<file path="src/include/pgcb_pkg.sv">
// Package with register map, field positions and timing constants of the gauge config bank
package pgcb_pkg;
	// Register indices, printed offsets are index, byte address is four times
	localparam logic [7:0] IDX_PACK = 8'h28;
	localparam logic [7:0] IDX_GAUGE = 8'h29;
	localparam logic [7:0] IDX_MISC = 8'h2A;
	localparam logic [7:0] IDX_CELL_HI = 8'h60;
	localparam logic [7:0] IDX_CELL_LO = 8'h62;
	localparam logic [7:0] IDX_SAFE_V = 8'h68;
	localparam logic [7:0] IDX_SAFE_T = 8'h6A;
	localparam logic [7:0] IDX_FE_BROWN = 8'hB1;
	localparam logic [7:0] IDX_FE_DOC = 8'hB2;
	localparam logic [7:0] IDX_FE_COC = 8'hB3;
	localparam logic [7:0] IDX_FE_OCD = 8'hB4;
	localparam logic [7:0] IDX_FE_SHORT = 8'hB6;
	localparam logic [7:0] IDX_FE_SHD = 8'hB7;
	localparam logic [7:0] IDX_CELL_LO_REL = 8'hD1;
	localparam logic [7:0] IDX_CHECK_PER = 8'hE4;
	localparam logic [7:0] IDX_SLEEP_CUR = 8'hE5;
	localparam logic [7:0] IDX_SLEEP_WAKE = 8'hE6;
	localparam logic [7:0] IDX_CELL_HI_REL = 8'hEF;
	// Own registers: status, fail limit and termination percent
	localparam logic [7:0] IDX_STATUS = 8'hF0;
	localparam logic [7:0] IDX_FAIL_LIMIT = 8'hF1;
	localparam logic [7:0] IDX_TERM_PCT = 8'hF2;
	// Pack byte fields
	localparam int PK_DISPLAY = 7;
	localparam int PK_SEG_HI = 6;
	localparam int PK_SEG_LO = 5;
	localparam int PK_HOST_PEC = 4;
	localparam int PK_CHG_PEC = 3;
	localparam int PK_SUPPRESS = 2;
	localparam int PK_CELL_HI = 1;
	localparam int PK_CELL_LO = 0;
	// Gauge byte fields
	localparam int GA_RESV = 7;
	localparam int GA_SYNC = 6;
	localparam int GA_CHGTYPE = 5;
	localparam int GA_COMP = 4;
	localparam int GA_VBASIS = 3;
	localparam int GA_SBASIS = 2;
	localparam int GA_CONT = 1;
	localparam int GA_ONESHOT = 0;
	// Misc byte fields
	localparam int MI_INTSENS = 7;
	localparam int MI_RESV = 6;
	localparam int MI_INTEG = 5;
	localparam int MI_SLEEPDIS = 4;
	localparam int MI_OTDSG = 3;
	localparam int MI_CHGLED = 2;
	localparam int MI_PRECHG = 1;
	localparam int MI_FETDLY = 0;
	// Reset values of the config bytes
	localparam logic [7:0] RST_PACK = 8'h00;
	localparam logic [7:0] RST_GAUGE = 8'h40;
	localparam logic [7:0] RST_MISC = 8'h00;
	localparam logic [15:0] RST_FAIL_LIMIT = 16'hFFFF;
	localparam logic [7:0] RST_TERM_PCT = 8'hFF;
	// Timing
	localparam int CLK_HZ = 40_000_000;
	localparam int SLEEP_MS = 2000;
	localparam int FET_DELAY_MS = 1000;
	localparam int SLEEP_CYC = SLEEP_MS * (CLK_HZ / 1000);
	localparam int FET_DELAY_CYC = FET_DELAY_MS * (CLK_HZ / 1000);
	localparam int SEC_CYC = CLK_HZ;
	// AXI response codes
	localparam logic [1:0] RESP_OKAY = 2'h0;
	localparam logic [1:0] RESP_SLVERR = 2'h2;
endpackage : pgcb_pkg

</file>
<file path="src/hdl/pgcb_top.sv">
// Gauge configuration bank: AXI4-Lite registers and the control decisions they steer
//
// Our own choice: the AXI4-Lite slave port.
`timescale 1ns/1ps
module pgcb_top #(
	parameter int SLEEP_CYCLES = pgcb_pkg::SLEEP_CYC,
	parameter int FET_DELAY_CYCLES = pgcb_pkg::FET_DELAY_CYC,
	parameter int SECOND_CYCLES = pgcb_pkg::SEC_CYC
) (
	input wire logic CLK,
	input wire logic RST,
	input wire logic [11:0] AWADDR,
	input wire logic AWVALID,
	output logic AWREADY,
	input wire logic [31:0] WDATA,
	input wire logic [3:0] WSTRB,
	input wire logic WVALID,
	output logic WREADY,
	output logic [1:0] BRESP,
	output logic BVALID,
	input wire logic BREADY,
	input wire logic [11:0] ARADDR,
	input wire logic ARVALID,
	output logic ARREADY,
	output logic [31:0] RDATA,
	output logic [1:0] RRESP,
	output logic RVALID,
	input wire logic RREADY,
	input wire logic DISCHARGING,
	input wire logic SMB_CLK_IN,
	input wire logic SMB_DATA_IN,
	input wire logic OVERTEMP,
	input wire logic FET_CHG_REQ,
	input wire logic FET_DSG_REQ,
	input wire logic MODE_BCAST_EN,
	input wire logic CHARGE_TERM,
	input wire logic CHECK_FAIL,
	input wire logic [15:0] FULL_CAP,
	output logic LED_RELATIVE,
	output logic [2:0] LED_SEGMENTS,
	output logic LED_ENABLE,
	output logic HOST_PEC_EN,
	output logic CHG_PEC_EN,
	output logic BCAST_EN,
	output logic [2:0] SERIES_CELLS,
	output logic CAP_LOAD,
	output logic [15:0] CAP_LOAD_VALUE,
	output logic LEARN_INDEP,
	output logic EOD_COMPUTED,
	output logic EOD_PACK_BASIS,
	output logic SAFE_CELL_BASIS,
	output logic CORR_CONT,
	output logic CORR_ONCE,
	output logic CHECK_TICK,
	output logic FAIL_FLAG,
	output logic SAFE_OUT,
	output logic SLEEP,
	output logic CHG_FET_ON,
	output logic DSG_FET_ON,
	output logic INT_SENSOR,
	output logic PRECHG_CTRL,
	output logic [7:0] CELL_HIGH_RELEASE,
	output logic [15:0] CELL_LOW_LIMIT,
	output logic [15:0] CELL_HIGH_LIMIT,
	output logic [15:0] SAFETY_VOLT,
	output logic [15:0] SAFETY_TEMP_DC
);
	typedef struct packed {
		logic aw_done;
		logic w_done;
		logic [7:0] widx;
		logic [31:0] wdat;
		logic [3:0] wstb;
		logic bvalid;
		logic [1:0] bresp;
		logic rvalid;
		logic [31:0] rdata;
		logic [1:0] rresp;
		logic [7:0] pack;
		logic [7:0] gauge;
		logic [7:0] misc;
		logic [15:0] cell_hi;
		logic [15:0] cell_lo;
		logic [15:0] safe_v;
		logic [15:0] safe_t;
		logic [5:0][7:0] fe;
		logic [15:0] cell_lo_rel;
		logic [7:0] cell_hi_rel;
		logic [7:0] chk_per;
		logic [7:0] slp_cur;
		logic [7:0] slp_wake;
		logic [15:0] fail_lim;
		logic [7:0] term_pct;
		logic [15:0] fail_cnt;
		logic fail_flag;
		logic oneshot_pend;
		logic [31:0] sec_cnt;
		logic [7:0] sec_left;
		logic [31:0] idle_cnt;
		logic sleep;
		logic chg_fet;
		logic dsg_fet;
		logic [31:0] chg_dly;
		logic [31:0] dsg_dly;
		logic cap_load;
		logic [15:0] cap_val;
	} pgcb_state_t;

	pgcb_state_t s_q, s_d;

	// Map a register index onto a fixed 32-bit read word; unknown index flags an error
	function automatic logic [32:0] pgcb_read(input pgcb_state_t s, input logic [7:0] idx);
		logic [32:0] r;
		r = {1'b0, 32'h0000_0000};
		case (idx)
			pgcb_pkg::IDX_PACK: r[7:0] = s.pack;
			pgcb_pkg::IDX_GAUGE: r[7:0] = s.gauge;
			pgcb_pkg::IDX_MISC: r[7:0] = s.misc;
			pgcb_pkg::IDX_CELL_HI: r[15:0] = s.cell_hi;
			pgcb_pkg::IDX_CELL_LO: r[15:0] = s.cell_lo;
			pgcb_pkg::IDX_SAFE_V: r[15:0] = s.safe_v;
			pgcb_pkg::IDX_SAFE_T: r[15:0] = s.safe_t;
			pgcb_pkg::IDX_FE_BROWN: r[7:0] = s.fe[0];
			pgcb_pkg::IDX_FE_DOC: r[7:0] = s.fe[1];
			pgcb_pkg::IDX_FE_COC: r[7:0] = s.fe[2];
			pgcb_pkg::IDX_FE_OCD: r[7:0] = s.fe[3];
			pgcb_pkg::IDX_FE_SHORT: r[7:0] = s.fe[4];
			pgcb_pkg::IDX_FE_SHD: r[7:0] = s.fe[5];
			pgcb_pkg::IDX_CELL_LO_REL: r[15:0] = s.cell_lo_rel;
			pgcb_pkg::IDX_CHECK_PER: r[7:0] = s.chk_per;
			pgcb_pkg::IDX_SLEEP_CUR: r[7:0] = s.slp_cur;
			pgcb_pkg::IDX_SLEEP_WAKE: r[7:0] = s.slp_wake;
			pgcb_pkg::IDX_CELL_HI_REL: r[7:0] = s.cell_hi_rel;
			pgcb_pkg::IDX_STATUS: r[3:0] = {s.chg_fet, s.dsg_fet, s.sleep, s.fail_flag};
			pgcb_pkg::IDX_FAIL_LIMIT: r[15:0] = s.fail_lim;
			pgcb_pkg::IDX_TERM_PCT: r[7:0] = s.term_pct;
			default: r[32] = 1'b1;
		endcase
		return r;
	endfunction : pgcb_read

	// Byte-lane merge for 8 and 16 bit registers
	function automatic logic [15:0] pgcb_merge(input logic [15:0] old, input logic [31:0] d,
		input logic [3:0] stb);
		logic [15:0] m;
		m = old;
		if (stb[0]) begin
			m[7:0] = d[7:0];
		end
		if (stb[1]) begin
			m[15:8] = d[15:8];
		end
		return m;
	endfunction : pgcb_merge

	logic [32:0] rd_word;
	logic [32:0] wr_check;
	logic wr_fire;
	logic [15:0] pct_prod;

	// Handshake readies are combinational: accept while no answer is pending
	assign AWREADY = !s_q.aw_done && !s_q.bvalid;
	assign WREADY = !s_q.w_done && !s_q.bvalid;
	assign ARREADY = !s_q.rvalid;
	assign rd_word = pgcb_read(s_q, ARADDR[9:2]);
	assign wr_fire = s_q.aw_done && s_q.w_done;
	assign wr_check = pgcb_read(s_q, s_q.widx);
	assign pct_prod = 16'((32'(FULL_CAP) * (32'(s_q.term_pct) + 32'd1)) >> 8);

	always_comb begin
		s_d = s_q;
		s_d.cap_load = 1'b0;
		// Address and data are caught in either order
		if (AWVALID && AWREADY) begin
			s_d.aw_done = 1'b1;
			s_d.widx = AWADDR[9:2];
		end
		if (WVALID && WREADY) begin
			s_d.w_done = 1'b1;
			s_d.wdat = WDATA;
			s_d.wstb = WSTRB;
		end
		if (wr_fire) begin
			s_d.aw_done = 1'b0;
			s_d.w_done = 1'b0;
			s_d.bvalid = 1'b1;
			s_d.bresp = wr_check[32] ? pgcb_pkg::RESP_SLVERR : pgcb_pkg::RESP_OKAY;
			case (s_q.widx)
				pgcb_pkg::IDX_PACK: s_d.pack = 8'(pgcb_merge({8'h00, s_q.pack}, s_q.wdat, s_q.wstb));
				pgcb_pkg::IDX_GAUGE: begin
					s_d.gauge = 8'(pgcb_merge({8'h00, s_q.gauge}, s_q.wdat, s_q.wstb));
					s_d.gauge[pgcb_pkg::GA_RESV] = 1'b0;
				end
				pgcb_pkg::IDX_MISC: begin
					s_d.misc = 8'(pgcb_merge({8'h00, s_q.misc}, s_q.wdat, s_q.wstb));
					s_d.misc[pgcb_pkg::MI_RESV] = 1'b0;
				end
				pgcb_pkg::IDX_CELL_HI: s_d.cell_hi = pgcb_merge(s_q.cell_hi, s_q.wdat, s_q.wstb);
				pgcb_pkg::IDX_CELL_LO: s_d.cell_lo = pgcb_merge(s_q.cell_lo, s_q.wdat, s_q.wstb);
				pgcb_pkg::IDX_SAFE_V: s_d.safe_v = pgcb_merge(s_q.safe_v, s_q.wdat, s_q.wstb);
				pgcb_pkg::IDX_SAFE_T: s_d.safe_t = pgcb_merge(s_q.safe_t, s_q.wdat, s_q.wstb);
				pgcb_pkg::IDX_FE_BROWN: s_d.fe[0] = s_q.wstb[0] ? s_q.wdat[7:0] : s_q.fe[0];
				pgcb_pkg::IDX_FE_DOC: s_d.fe[1] = s_q.wstb[0] ? s_q.wdat[7:0] : s_q.fe[1];
				pgcb_pkg::IDX_FE_COC: s_d.fe[2] = s_q.wstb[0] ? s_q.wdat[7:0] : s_q.fe[2];
				pgcb_pkg::IDX_FE_OCD: s_d.fe[3] = s_q.wstb[0] ? s_q.wdat[7:0] : s_q.fe[3];
				pgcb_pkg::IDX_FE_SHORT: s_d.fe[4] = s_q.wstb[0] ? s_q.wdat[7:0] : s_q.fe[4];
				pgcb_pkg::IDX_FE_SHD: s_d.fe[5] = s_q.wstb[0] ? s_q.wdat[7:0] : s_q.fe[5];
				pgcb_pkg::IDX_CELL_LO_REL: begin
					s_d.cell_lo_rel = pgcb_merge(s_q.cell_lo_rel, s_q.wdat, s_q.wstb);
				end
				pgcb_pkg::IDX_CHECK_PER: s_d.chk_per = s_q.wstb[0] ? s_q.wdat[7:0] : s_q.chk_per;
				pgcb_pkg::IDX_SLEEP_CUR: s_d.slp_cur = s_q.wstb[0] ? s_q.wdat[7:0] : s_q.slp_cur;
				pgcb_pkg::IDX_SLEEP_WAKE: begin
					s_d.slp_wake = s_q.wstb[0] ? s_q.wdat[7:0] : s_q.slp_wake;
				end
				pgcb_pkg::IDX_CELL_HI_REL: begin
					s_d.cell_hi_rel = s_q.wstb[0] ? s_q.wdat[7:0] : s_q.cell_hi_rel;
				end
				pgcb_pkg::IDX_FAIL_LIMIT: s_d.fail_lim = pgcb_merge(s_q.fail_lim, s_q.wdat, s_q.wstb);
				pgcb_pkg::IDX_TERM_PCT: s_d.term_pct = s_q.wstb[0] ? s_q.wdat[7:0] : s_q.term_pct;
				default: s_d.bresp = pgcb_pkg::RESP_SLVERR;
			endcase
		end
		if (s_q.bvalid && BREADY) begin
			s_d.bvalid = 1'b0;
		end
		// Read answer one cycle after the address is taken
		if (ARVALID && ARREADY) begin
			s_d.rvalid = 1'b1;
			s_d.rdata = rd_word[31:0];
			s_d.rresp = rd_word[32] ? pgcb_pkg::RESP_SLVERR : pgcb_pkg::RESP_OKAY;
		end else if (s_q.rvalid && RREADY) begin
			s_d.rvalid = 1'b0;
		end
		// periodic integrity check, period in seconds
		s_d.sec_cnt = s_q.sec_cnt + 32'd1;
		if (s_q.sec_cnt >= 32'(SECOND_CYCLES - 1)) begin
			s_d.sec_cnt = 32'd0;
			s_d.sec_left = (s_q.sec_left <= 8'h01) ? s_q.chk_per : s_q.sec_left - 8'h01;
		end
		if (CHECK_TICK && CHECK_FAIL && !s_q.fail_flag) begin
			s_d.fail_cnt = s_q.fail_cnt + 16'h0001;
			if (s_d.fail_cnt >= s_q.fail_lim) begin
				s_d.fail_flag = 1'b1;
			end
		end
		if (CHARGE_TERM && s_q.gauge[pgcb_pkg::GA_SYNC]) begin
			s_d.cap_load = 1'b1;
			s_d.cap_val = pct_prod;
		end
		// single correction after reset; pending until the bit allows it, since the gauge
		// byte resets to 40h with the one-shot bit clear and software sets the bit only after reset
		if (s_q.oneshot_pend && s_q.gauge[pgcb_pkg::GA_ONESHOT]) begin
			s_d.oneshot_pend = 1'b0;
		end
		// sleep after both lines low for the timeout
		if (SMB_CLK_IN || SMB_DATA_IN || s_q.misc[pgcb_pkg::MI_SLEEPDIS]) begin
			s_d.idle_cnt = 32'd0;
			s_d.sleep = 1'b0;
		end else if (s_q.idle_cnt >= 32'(SLEEP_CYCLES - 1)) begin
			s_d.sleep = 1'b1;
		end else begin
			s_d.idle_cnt = s_q.idle_cnt + 32'd1;
		end
		// overtemp opens the charge FET, and the discharge FET only when OTDSG is set; optional one-second change delay
		if ((FET_CHG_REQ && !OVERTEMP) != s_q.chg_fet) begin
			s_d.chg_dly = s_q.chg_dly + 32'd1;
			if (!s_q.misc[pgcb_pkg::MI_FETDLY] || s_q.chg_dly >= 32'(FET_DELAY_CYCLES - 1)) begin
				s_d.chg_fet = !s_q.chg_fet;
				s_d.chg_dly = 32'd0;
			end
		end else begin
			s_d.chg_dly = 32'd0;
		end
		if ((FET_DSG_REQ && !(OVERTEMP && s_q.misc[pgcb_pkg::MI_OTDSG])) != s_q.dsg_fet) begin
			s_d.dsg_dly = s_q.dsg_dly + 32'd1;
			if (!s_q.misc[pgcb_pkg::MI_FETDLY] || s_q.dsg_dly >= 32'(FET_DELAY_CYCLES - 1)) begin
				s_d.dsg_fet = !s_q.dsg_fet;
				s_d.dsg_dly = 32'd0;
			end
		end else begin
			s_d.dsg_dly = 32'd0;
		end
	end

	// State register; config bytes take their stored defaults at reset
	always_ff @(posedge CLK) begin
		if (RST) begin
			s_q <= '0;
			s_q.pack <= pgcb_pkg::RST_PACK;
			s_q.gauge <= pgcb_pkg::RST_GAUGE;
			s_q.misc <= pgcb_pkg::RST_MISC;
			s_q.fail_lim <= pgcb_pkg::RST_FAIL_LIMIT;
			s_q.term_pct <= pgcb_pkg::RST_TERM_PCT;
			s_q.oneshot_pend <= 1'b1;
			s_q.sec_left <= 8'h01;
		end else begin
			s_q <= s_d;
		end
	end

	// Bus outputs straight from state
	assign BVALID = s_q.bvalid;
	assign BRESP = s_q.bresp;
	assign RVALID = s_q.rvalid;
	assign RDATA = s_q.rdata;
	assign RRESP = s_q.rresp;

	assign LED_RELATIVE = s_q.pack[pgcb_pkg::PK_DISPLAY];
	assign LED_SEGMENTS = (s_q.pack[pgcb_pkg::PK_SEG_HI:pgcb_pkg::PK_SEG_LO] == 2'b01) ? 3'd3 :
		(s_q.pack[pgcb_pkg::PK_SEG_HI:pgcb_pkg::PK_SEG_LO] == 2'b10) ? 3'd4 : 3'd5;
	assign LED_ENABLE = DISCHARGING || s_q.misc[pgcb_pkg::MI_CHGLED];
	assign HOST_PEC_EN = s_q.pack[pgcb_pkg::PK_HOST_PEC];
	assign CHG_PEC_EN = s_q.pack[pgcb_pkg::PK_CHG_PEC];
	assign BCAST_EN = MODE_BCAST_EN && !s_q.pack[pgcb_pkg::PK_SUPPRESS];
	// cell count, other codes default to three
	assign SERIES_CELLS = (s_q.pack[pgcb_pkg::PK_CELL_HI:pgcb_pkg::PK_CELL_LO] == 2'b11) ?
		3'd4 : 3'd3;
	assign CAP_LOAD = s_q.cap_load;
	assign CAP_LOAD_VALUE = s_q.cap_val;
	assign LEARN_INDEP = s_q.gauge[pgcb_pkg::GA_CHGTYPE];
	assign EOD_COMPUTED = s_q.gauge[pgcb_pkg::GA_COMP];
	assign EOD_PACK_BASIS = s_q.gauge[pgcb_pkg::GA_VBASIS];
	assign SAFE_CELL_BASIS = s_q.gauge[pgcb_pkg::GA_SBASIS];
	assign CORR_CONT = s_q.gauge[pgcb_pkg::GA_CONT];
	assign CORR_ONCE = s_q.oneshot_pend && s_q.gauge[pgcb_pkg::GA_ONESHOT];
	assign CHECK_TICK = (s_q.sec_cnt >= 32'(SECOND_CYCLES - 1)) && (s_q.sec_left <= 8'h01)
		&& (s_q.chk_per != 8'h00);
	assign FAIL_FLAG = s_q.fail_flag;
	assign SAFE_OUT = s_q.fail_flag && s_q.misc[pgcb_pkg::MI_INTEG];
	assign SLEEP = s_q.sleep;
	assign CHG_FET_ON = s_q.chg_fet;
	assign DSG_FET_ON = s_q.dsg_fet;
	assign INT_SENSOR = s_q.misc[pgcb_pkg::MI_INTSENS];
	assign PRECHG_CTRL = s_q.misc[pgcb_pkg::MI_PRECHG];
	assign CELL_HIGH_RELEASE = s_q.cell_hi_rel;
	assign CELL_LOW_LIMIT = s_q.cell_lo;
	assign CELL_HIGH_LIMIT = s_q.cell_hi;
	assign SAFETY_VOLT = s_q.safe_v;
	assign SAFETY_TEMP_DC = s_q.safe_t;

	// Assertions
	chk_bcast_suppress: assert property (@(posedge CLK) disable iff (RST)
		s_q.pack[pgcb_pkg::PK_SUPPRESS] |-> !BCAST_EN) else $error("broadcast while suppressed");
	chk_bcast_on: assert property (@(posedge CLK) disable iff (RST)
		(MODE_BCAST_EN && !s_q.pack[pgcb_pkg::PK_SUPPRESS]) |-> BCAST_EN)
		else $error("broadcast missing");
	chk_seg_three: assert property (@(posedge CLK) disable iff (RST)
		(s_q.pack[pgcb_pkg::PK_SEG_HI:pgcb_pkg::PK_SEG_LO] == 2'b01) |-> LED_SEGMENTS == 3'd3)
		else $error("segment decode");
	chk_cell_four: assert property (@(posedge CLK) disable iff (RST)
		(s_q.pack[pgcb_pkg::PK_CELL_HI:pgcb_pkg::PK_CELL_LO] == 2'b11) |-> SERIES_CELLS == 3'd4)
		else $error("cell decode");
	chk_once_single: assert property (@(posedge CLK) disable iff (RST)
		CORR_ONCE |=> !CORR_ONCE) else $error("second one-shot correction");
	chk_chg_led: assert property (@(posedge CLK) disable iff (RST)
		(!DISCHARGING && !s_q.misc[pgcb_pkg::MI_CHGLED]) |-> !LED_ENABLE) else $error("led on");
	chk_sync_load: assert property (@(posedge CLK) disable iff (RST)
		(CHARGE_TERM && s_q.gauge[pgcb_pkg::GA_SYNC]) |=> CAP_LOAD) else $error("no load");
	chk_sync_off: assert property (@(posedge CLK) disable iff (RST)
		(!CHARGE_TERM || !s_q.gauge[pgcb_pkg::GA_SYNC]) |=> !CAP_LOAD) else $error("bad load");
	chk_ot_charge: assert property (@(posedge CLK) disable iff (RST)
		(OVERTEMP && !s_q.misc[pgcb_pkg::MI_FETDLY]) [*2] |-> !CHG_FET_ON)
		else $error("charge fet on in overtemp");
	chk_safe_out: assert property (@(posedge CLK) disable iff (RST)
		SAFE_OUT |-> (FAIL_FLAG && s_q.misc[pgcb_pkg::MI_INTEG])) else $error("safe out");
	chk_gauge_resv: assert property (@(posedge CLK) disable iff (RST)
		!s_q.gauge[pgcb_pkg::GA_RESV]) else $error("reserved bit set");
	chk_sleep_dis: assert property (@(posedge CLK) disable iff (RST)
		s_q.misc[pgcb_pkg::MI_SLEEPDIS] |=> !SLEEP) else $error("sleep when disabled");
	cov_write: cover property (@(posedge CLK) disable iff (RST) BVALID && BREADY);
	cov_read: cover property (@(posedge CLK) disable iff (RST) RVALID && RREADY);
	cov_load: cover property (@(posedge CLK) disable iff (RST) CAP_LOAD);
	cov_once: cover property (@(posedge CLK) disable iff (RST) CORR_ONCE);
endmodule : pgcb_top

</file>
<file path="config.mk">
export PLATFORM = sky130hd
export DESIGN_NAME = pgcb_top
export DESIGN_NICKNAME = d
export VERILOG_FILES = /design/src/include/pgcb_pkg.sv /design/src/hdl/pgcb_top.sv
export SDC_FILE = /design/constraint.sdc
export NUM_CORES = 1
export LEC_CHECK = 0
export BUFFER_PORTS_ARGS = -buffer_cell sky130_fd_sc_hd__buf_2
export CAP_MARGIN = 20
export CORE_MARGIN = 2
export CORE_UTILIZATION = 45
export CTS_CLUSTER_DIAMETER = 30
export CTS_CLUSTER_SIZE = 20
export DETAILED_ROUTE_END_ITERATION = 8
export PLACE_DENSITY = 0.67
export SKIP_CTS_REPAIR_TIMING = 1
export SLEW_MARGIN = 15
export SYNTH_ARGS = -nofsm -noshare
export SYNTH_HDL_FRONTEND = slang
export SYNTH_SLANG_ARGS = --single-unit
</file>
<file path="constraint.sdc">
create_clock -name CLK -period 9.67 [get_ports CLK]
set_input_delay 0.967 -clock CLK [delete_from_list [all_inputs] [get_ports CLK]]
set_output_delay 0.967 -clock CLK [all_outputs]
set_load 0.05 [all_outputs]
</file>
---- Word level (Yosys, flattened, before mapping) ----
Index checks and enable logic that the tools add are counted.
storage, ports and cells
  flip-flop bits (word level) ............. 430
  bits of input ports ..................... 92
  output and inout port bits .............. 155
  logic and storage cells ................. 200
cells by class
  $add $sub $neg .......................... 7
  $mul .................................... 1
  $lt $le $gt $ge ......................... 6
  equal/unequal tests ..................... 47
  muxes and demuxes ....................... 13
  bitwise operators ....................... 2
  reductions and logical operators ........ 75
operators by type and width
  cell                     count
  $eq A8 B8 Y1 const B     28
  $add A32 B1 Y32 const B  4
  $ge A32 B26 Y1 const B   3
  $pmux W4 S21             1
  $pmux W4 S20             1
  $reduce_and A3 Y1        26
  $eq A8 B7 Y1 const B     8
  $eq A8 B6 Y1 const B     6
  $pmux W8 S6              1
  $reduce_or A21 Y1        2
  $ge A32 B27 Y1 const B   1
  $mul A16 B9 Y24          1
  $reduce_or A20 Y1        1
  $logic_and A1 B1 Y1      19
  $mux W17                 1
  $add A16 B1 Y16 const B  1
  $ge A16 B16 Y1           1
  $logic_not A1 Y1         11
  $add A8 B1 Y9 const B    1
  $le A8 B1 Y1 const B     1
  $mux W8                  1
  $reduce_bool A8 Y1       1
  $reduce_or A2 Y1         4
  $sub A8 B1 Y8 const B    1
  other kinds (11)         26

---- Depth between registers and ports, before layout ----
  depth in word-level cells ............... 6
  gate-level depth with buffers ........... 23
  mapped depth without buffers ............ 21

---- Worst setup path after synthesis ----
OpenSTA, ideal clock, no wires.
  path type ............................... reg2reg
  start ................................... register s_q[174] (netlist name)
  end ..................................... register s_q (netlist bit CAP_LOAD_VALUE[15])
  library setup time ...................... 0.060 ns
  arrival time ............................ 5.559 ns
  data required time ...................... 9.610 ns
  path slack .............................. 4.051 ns
  cell stages (with the launch flop) ...... 24
  buffers on the path ..................... 2
  cells stage by stage .................... dfxtp_1 clkbuf_1 nand2_1 nor2_1 nand3_1 xor2_1 clkbuf_1 nor2b_1 fa_1 inv_1 fa_1 inv_1 fa_1 inv_1 fa_1 inv_1 ha_1 a21oi_1 o21ai_0 a211o_1 a211oi_1 o31ai_1 o41ai_1 a22o_1
between the ends
  cells in the longest elaborated chain, start to end .. 2
RTL lines
  what             RTL line         RTL
  start, declared  pgcb_top.sv:109  pgcb_state_t s_q, s_d;
  $add A8 B1 Y9    pgcb_top.sv:168  assign pct_prod = 16'((32'(FULL_CAP) * (32'(s_q.term_pct) + 32'd1)) >> 8);
  $mul A16 B9 Y24  pgcb_top.sv:168
Every way passes these cells.
A chain may end at the register's enable or synchronous reset.

---- Worst setup path after layout ----
Ends and elaborated chain as after synthesis.

==> run_results.csv <==
group,metric,value,unit
outcome,outcome,"complete, no violations",
die,die_w,235,um
timing,fin_tns_setup,0,ps
drt,vias,20725,
timing,setup_viol,0,
timing,timing.fmax,155,MHz
drt,drt_iter0_drc,1634,
finish,fill_cells,4826,
placement,hpwl,49200,um
logic_synthesis,synth-seq-cells,428,
critical_path,end_kind,"register",
die,row_count,84,
placement,globalplace.congestion,0.938,
hold_path,hp-class,"reg2reg",
logic_synthesis,netlist_area,24100,um2
timing,max_slew_margin,19.5,%
power_and_ir_drop,combPwrFrac,6.8,%
global_route,grt_pass1_wl,111000,um
logic_synthesis,synth-xor-area-share,4.80,%
power_and_ir_drop,power_leakage,12.2,nW
global_route,grt_overflow_total,0,
placement,dp_cells,3532,
global_route,grt_start_max_net_pins,93,
power_and_ir_drop,seqPwrFrac,34.4,%
power_and_ir_drop,power_switching_share,25.0,%
drt,wl_met3,5150,um
clocking,clk_pin_slew_worst_paths,50,ps
critical_path,required,10220,ps
critical_path,cp_slowest_stage_delay,890,ps
drt,routed.top_layer,"met5",
global_route,first_global_vias,20447,
drt,detail_route.vias_per_cell,5.60,
global_route,antenna_found_initial,7,
logic_synthesis,synth_adder_area_share,11.3,%
logic_synthesis,synth_most_common_cell,"dfxtp_1",
critical_path,cp_top_family,"adder cells",
finish,final_nets,3193,
timing,maxSlewViolCount,0,
drt,wirelength,69600,um
timing,fin_crit_sh,66.8,%
finish,drive_gt1_share,14.1,%
logic_synthesis,postSynthCellCount,2835,
clocking,numCtsBuffers,89,
logic_synthesis,async_flop_share,0,%
drt,drc,0,
logic_synthesis,synth_top_family_by_area,"simple AND/OR/NAND/NOR gates",
drt,first_pass_iters,6,
die,ios,247,
timing,rsz0062_at_grt,"no",
finish,regArea,8570,um2
power_and_ir_drop,p_per_area,192,nW/um2
clocking,clock_path_buffers,3,
clocking,cts_tree,"built",
logic_synthesis,syn_avg_cell_area,8.49,um2
clocking,htree_levels,3,
power_and_ir_drop,clock_power_share,58.8,%
placement,port_buffers,202,
logic_synthesis,yosys.area_share.simple,22.2,%
critical_path,crit_path_start_kind,"register",
critical_path,slowest_stage,"dfxtp_1",
timing,tightest_slew,1210,ps
timing,post-route-min-period,6460,ps
critical_path,crit_buf_inv,5,
logic_synthesis,ys.flop_type,"dfxtp_1",
die,dieHeight,235,um
power_and_ir_drop,p_sw,1.35,mW
power_and_ir_drop,power,5.41,mW
timing,finalClockSkew,32.6,ps
logic_synthesis,ys_warn_count,0,
logic_synthesis,ys_seq_area_share,35.6,%
critical_path,critPathArrivalTime,7010,ps
critical_path,crit_fanout,20,
global_route,track_usage,24.7,%
die,floorplan.initialDensity,45.6,%
logic_synthesis,synth_top_cell_by_area,"dfxtp_1",
drt,postRouteAntennaNets,0,
drt,wl_per_cell,18.8,um
logic_synthesis,synth_area_leaders,"dfxtp_1 36%, fa_1 8.1%, mux2i_1 5.7%, nand2_1 5.1%, nor2_1 4.7%",
power_and_ir_drop,internal-power,4.05,mW
clocking,cts_root_buf,"clkbuf_16",
logic_synthesis,synth-edff-count,0,
clocking,numClockSinks,428,
finish,syn_to_final_growth,17.0,%
logic_synthesis,ys_types,77,
drt,wl_met2,32600,um
clocking,clock_latency,640,ps
logic_synthesis,synth_compound_area_share,11.3,%
die,core,52800,um2
logic_synthesis,synthTopCellsByCount,"428 x dfxtp_1, 328 x nand2_1, 301 x nor2_1, 168 x a21oi_1, 163 x inv_1",
finish,multiInputGateArea,13600,um2
die,die_area,55300,um2
critical_path,path_cells,"ha_1 > nand2_1 > nor2_1 > xnor2_1 > buf_4 > nor2b_1 > fa_1 > inv_1 > fa_1 > inv_1 > fa_1 > inv_1 > fa_1 > inv_1 > ha_1 > a21oi_1 > o21ai_0 > a211o_1 > a211oi_1 > o31ai_1 > o41ai_1 > a22o_1",
power_and_ir_drop,peakVddDrop,0.123,mV
job,maxCapViolCount,0,
timing,hold_viol,0,
finish,final_cells,3704,
logic_synthesis,synth_mux_area_share,5.98,%
critical_path,crit_type,"reg2reg",
drt,met1_length,30100,um
logic_synthesis,synth_top_area_share,35.6,%
worst min-delay path: cells and delay by family, from the launching register on:
family           cells  cell delay (ps)
flip-flops           1              300
AND/OR/NAND/NOR      1               50
AO/OA/AOI/OAI        1               50
stage by stage:
stage / worst slack [ps] / hold WS [ps] / cell area, um2 / util [%]
after floorplan: 4050 / 425 / 24200 / -
after CTS: 3230 / 448 / 28100 / 53.2
after detailed placement: 3300 / 440 / 24900 / 47.1
final: 3210 / 444 / 28100 / 53.4
after global placement: 3390 / 436 / 24900 / 47.1
after global routing: 2820 / 464 / 28100 / 53.3
layer usage:
metal / vias up / global-route usage, %
li1: 9708 / -
met1: 10078 / 32.2
met2: 784 / 41.2
met3: 147 / 4.61
met4: 8 / 8.55
met5: - / 0
layout make-up:
type | instances | area share [%]
flip-flops and latches | 428 | 30.4
clock inverters | 48 | 2.42
repair buffers | 241 | 4.80
well taps | 688 | 3.06
clock buffers | 117 | 8.93
multi-input cells | 2018 | 48.2
diodes | 1 | 0.00889
inverters | 163 | 2.17
kinds of logic (layout without fill, tap and decap cells):
kind of cell    after synthesis  after routing
buf+inv                     424            569
xor+xnor                    132            132
compound gates              424            424
mux                         143            143
other cells                   1             37
simple gates               1123           1123
flops                       428            428
fa+ha+maj                   160            160
power by group through the flow:
stage          logic [mW]  registers [mW]  clock network (mW)
2_1_floorplan       0.281            1.87                   0
3_3_place_gp        0.342            1.89                   0
3_5_place_dp        0.350            1.90                   0
4_1_cts             0.352            1.86                3.21
5_1_grt             0.404            1.86                3.31
6_report            0.368            1.86                3.18
sequential cells by signal, indices dropped and copies added, names as in the netlist, 8 cells and up:
register	flops
CAP_LOAD_VALUE	16
CELL_HIGH_LIMIT	16
CELL_HIGH_RELEASE	8
CELL_LOW_LIMIT	16
RDATA	16
SAFETY_TEMP_DC	16
SAFETY_VOLT	16
s_q	305
worst paths after layout:
kind | from | to | slack, ps | depth (start not counted)
worst max-delay path | s_q[174] | CAP_LOAD_VALUE[15] | 3210 | 22
worst min-delay path | CAP_LOAD_VALUE[11] | CAP_LOAD_VALUE[11] | 440 | 2
worst max register to register | s_q[174] | CAP_LOAD_VALUE[15] | 3210 | 22
worst min register to register | CAP_LOAD_VALUE[11] | CAP_LOAD_VALUE[11] | 440 | 2
placed cells by master (no fill, tap or decap), drive strengths merged, types with 7 or more instances in the layout:
cell type and count:
buf 239, a211oi 10, nand2 328, xnor2 59, nor2b 75, o211ai 26, nor2 302, nor3 33
xor2 73, clkbuf 119, clkinvlp 12, clkinv 19, a22o 22, a21oi 168, nor4 26, nand4 28
o21ai 67, a21o 9, ha 63, fa 97, nor4b 7, a22oi 16, and3 45, or3 17
a221oi 21, and2 35, inv 169, bufinv 11, a32o 7, nand2b 39, a31oi 18, mux2i 137
dfxtp 428, conb 36, and4 10, nand3 155
No activity file was read; power rests on OpenSTA's default activity.
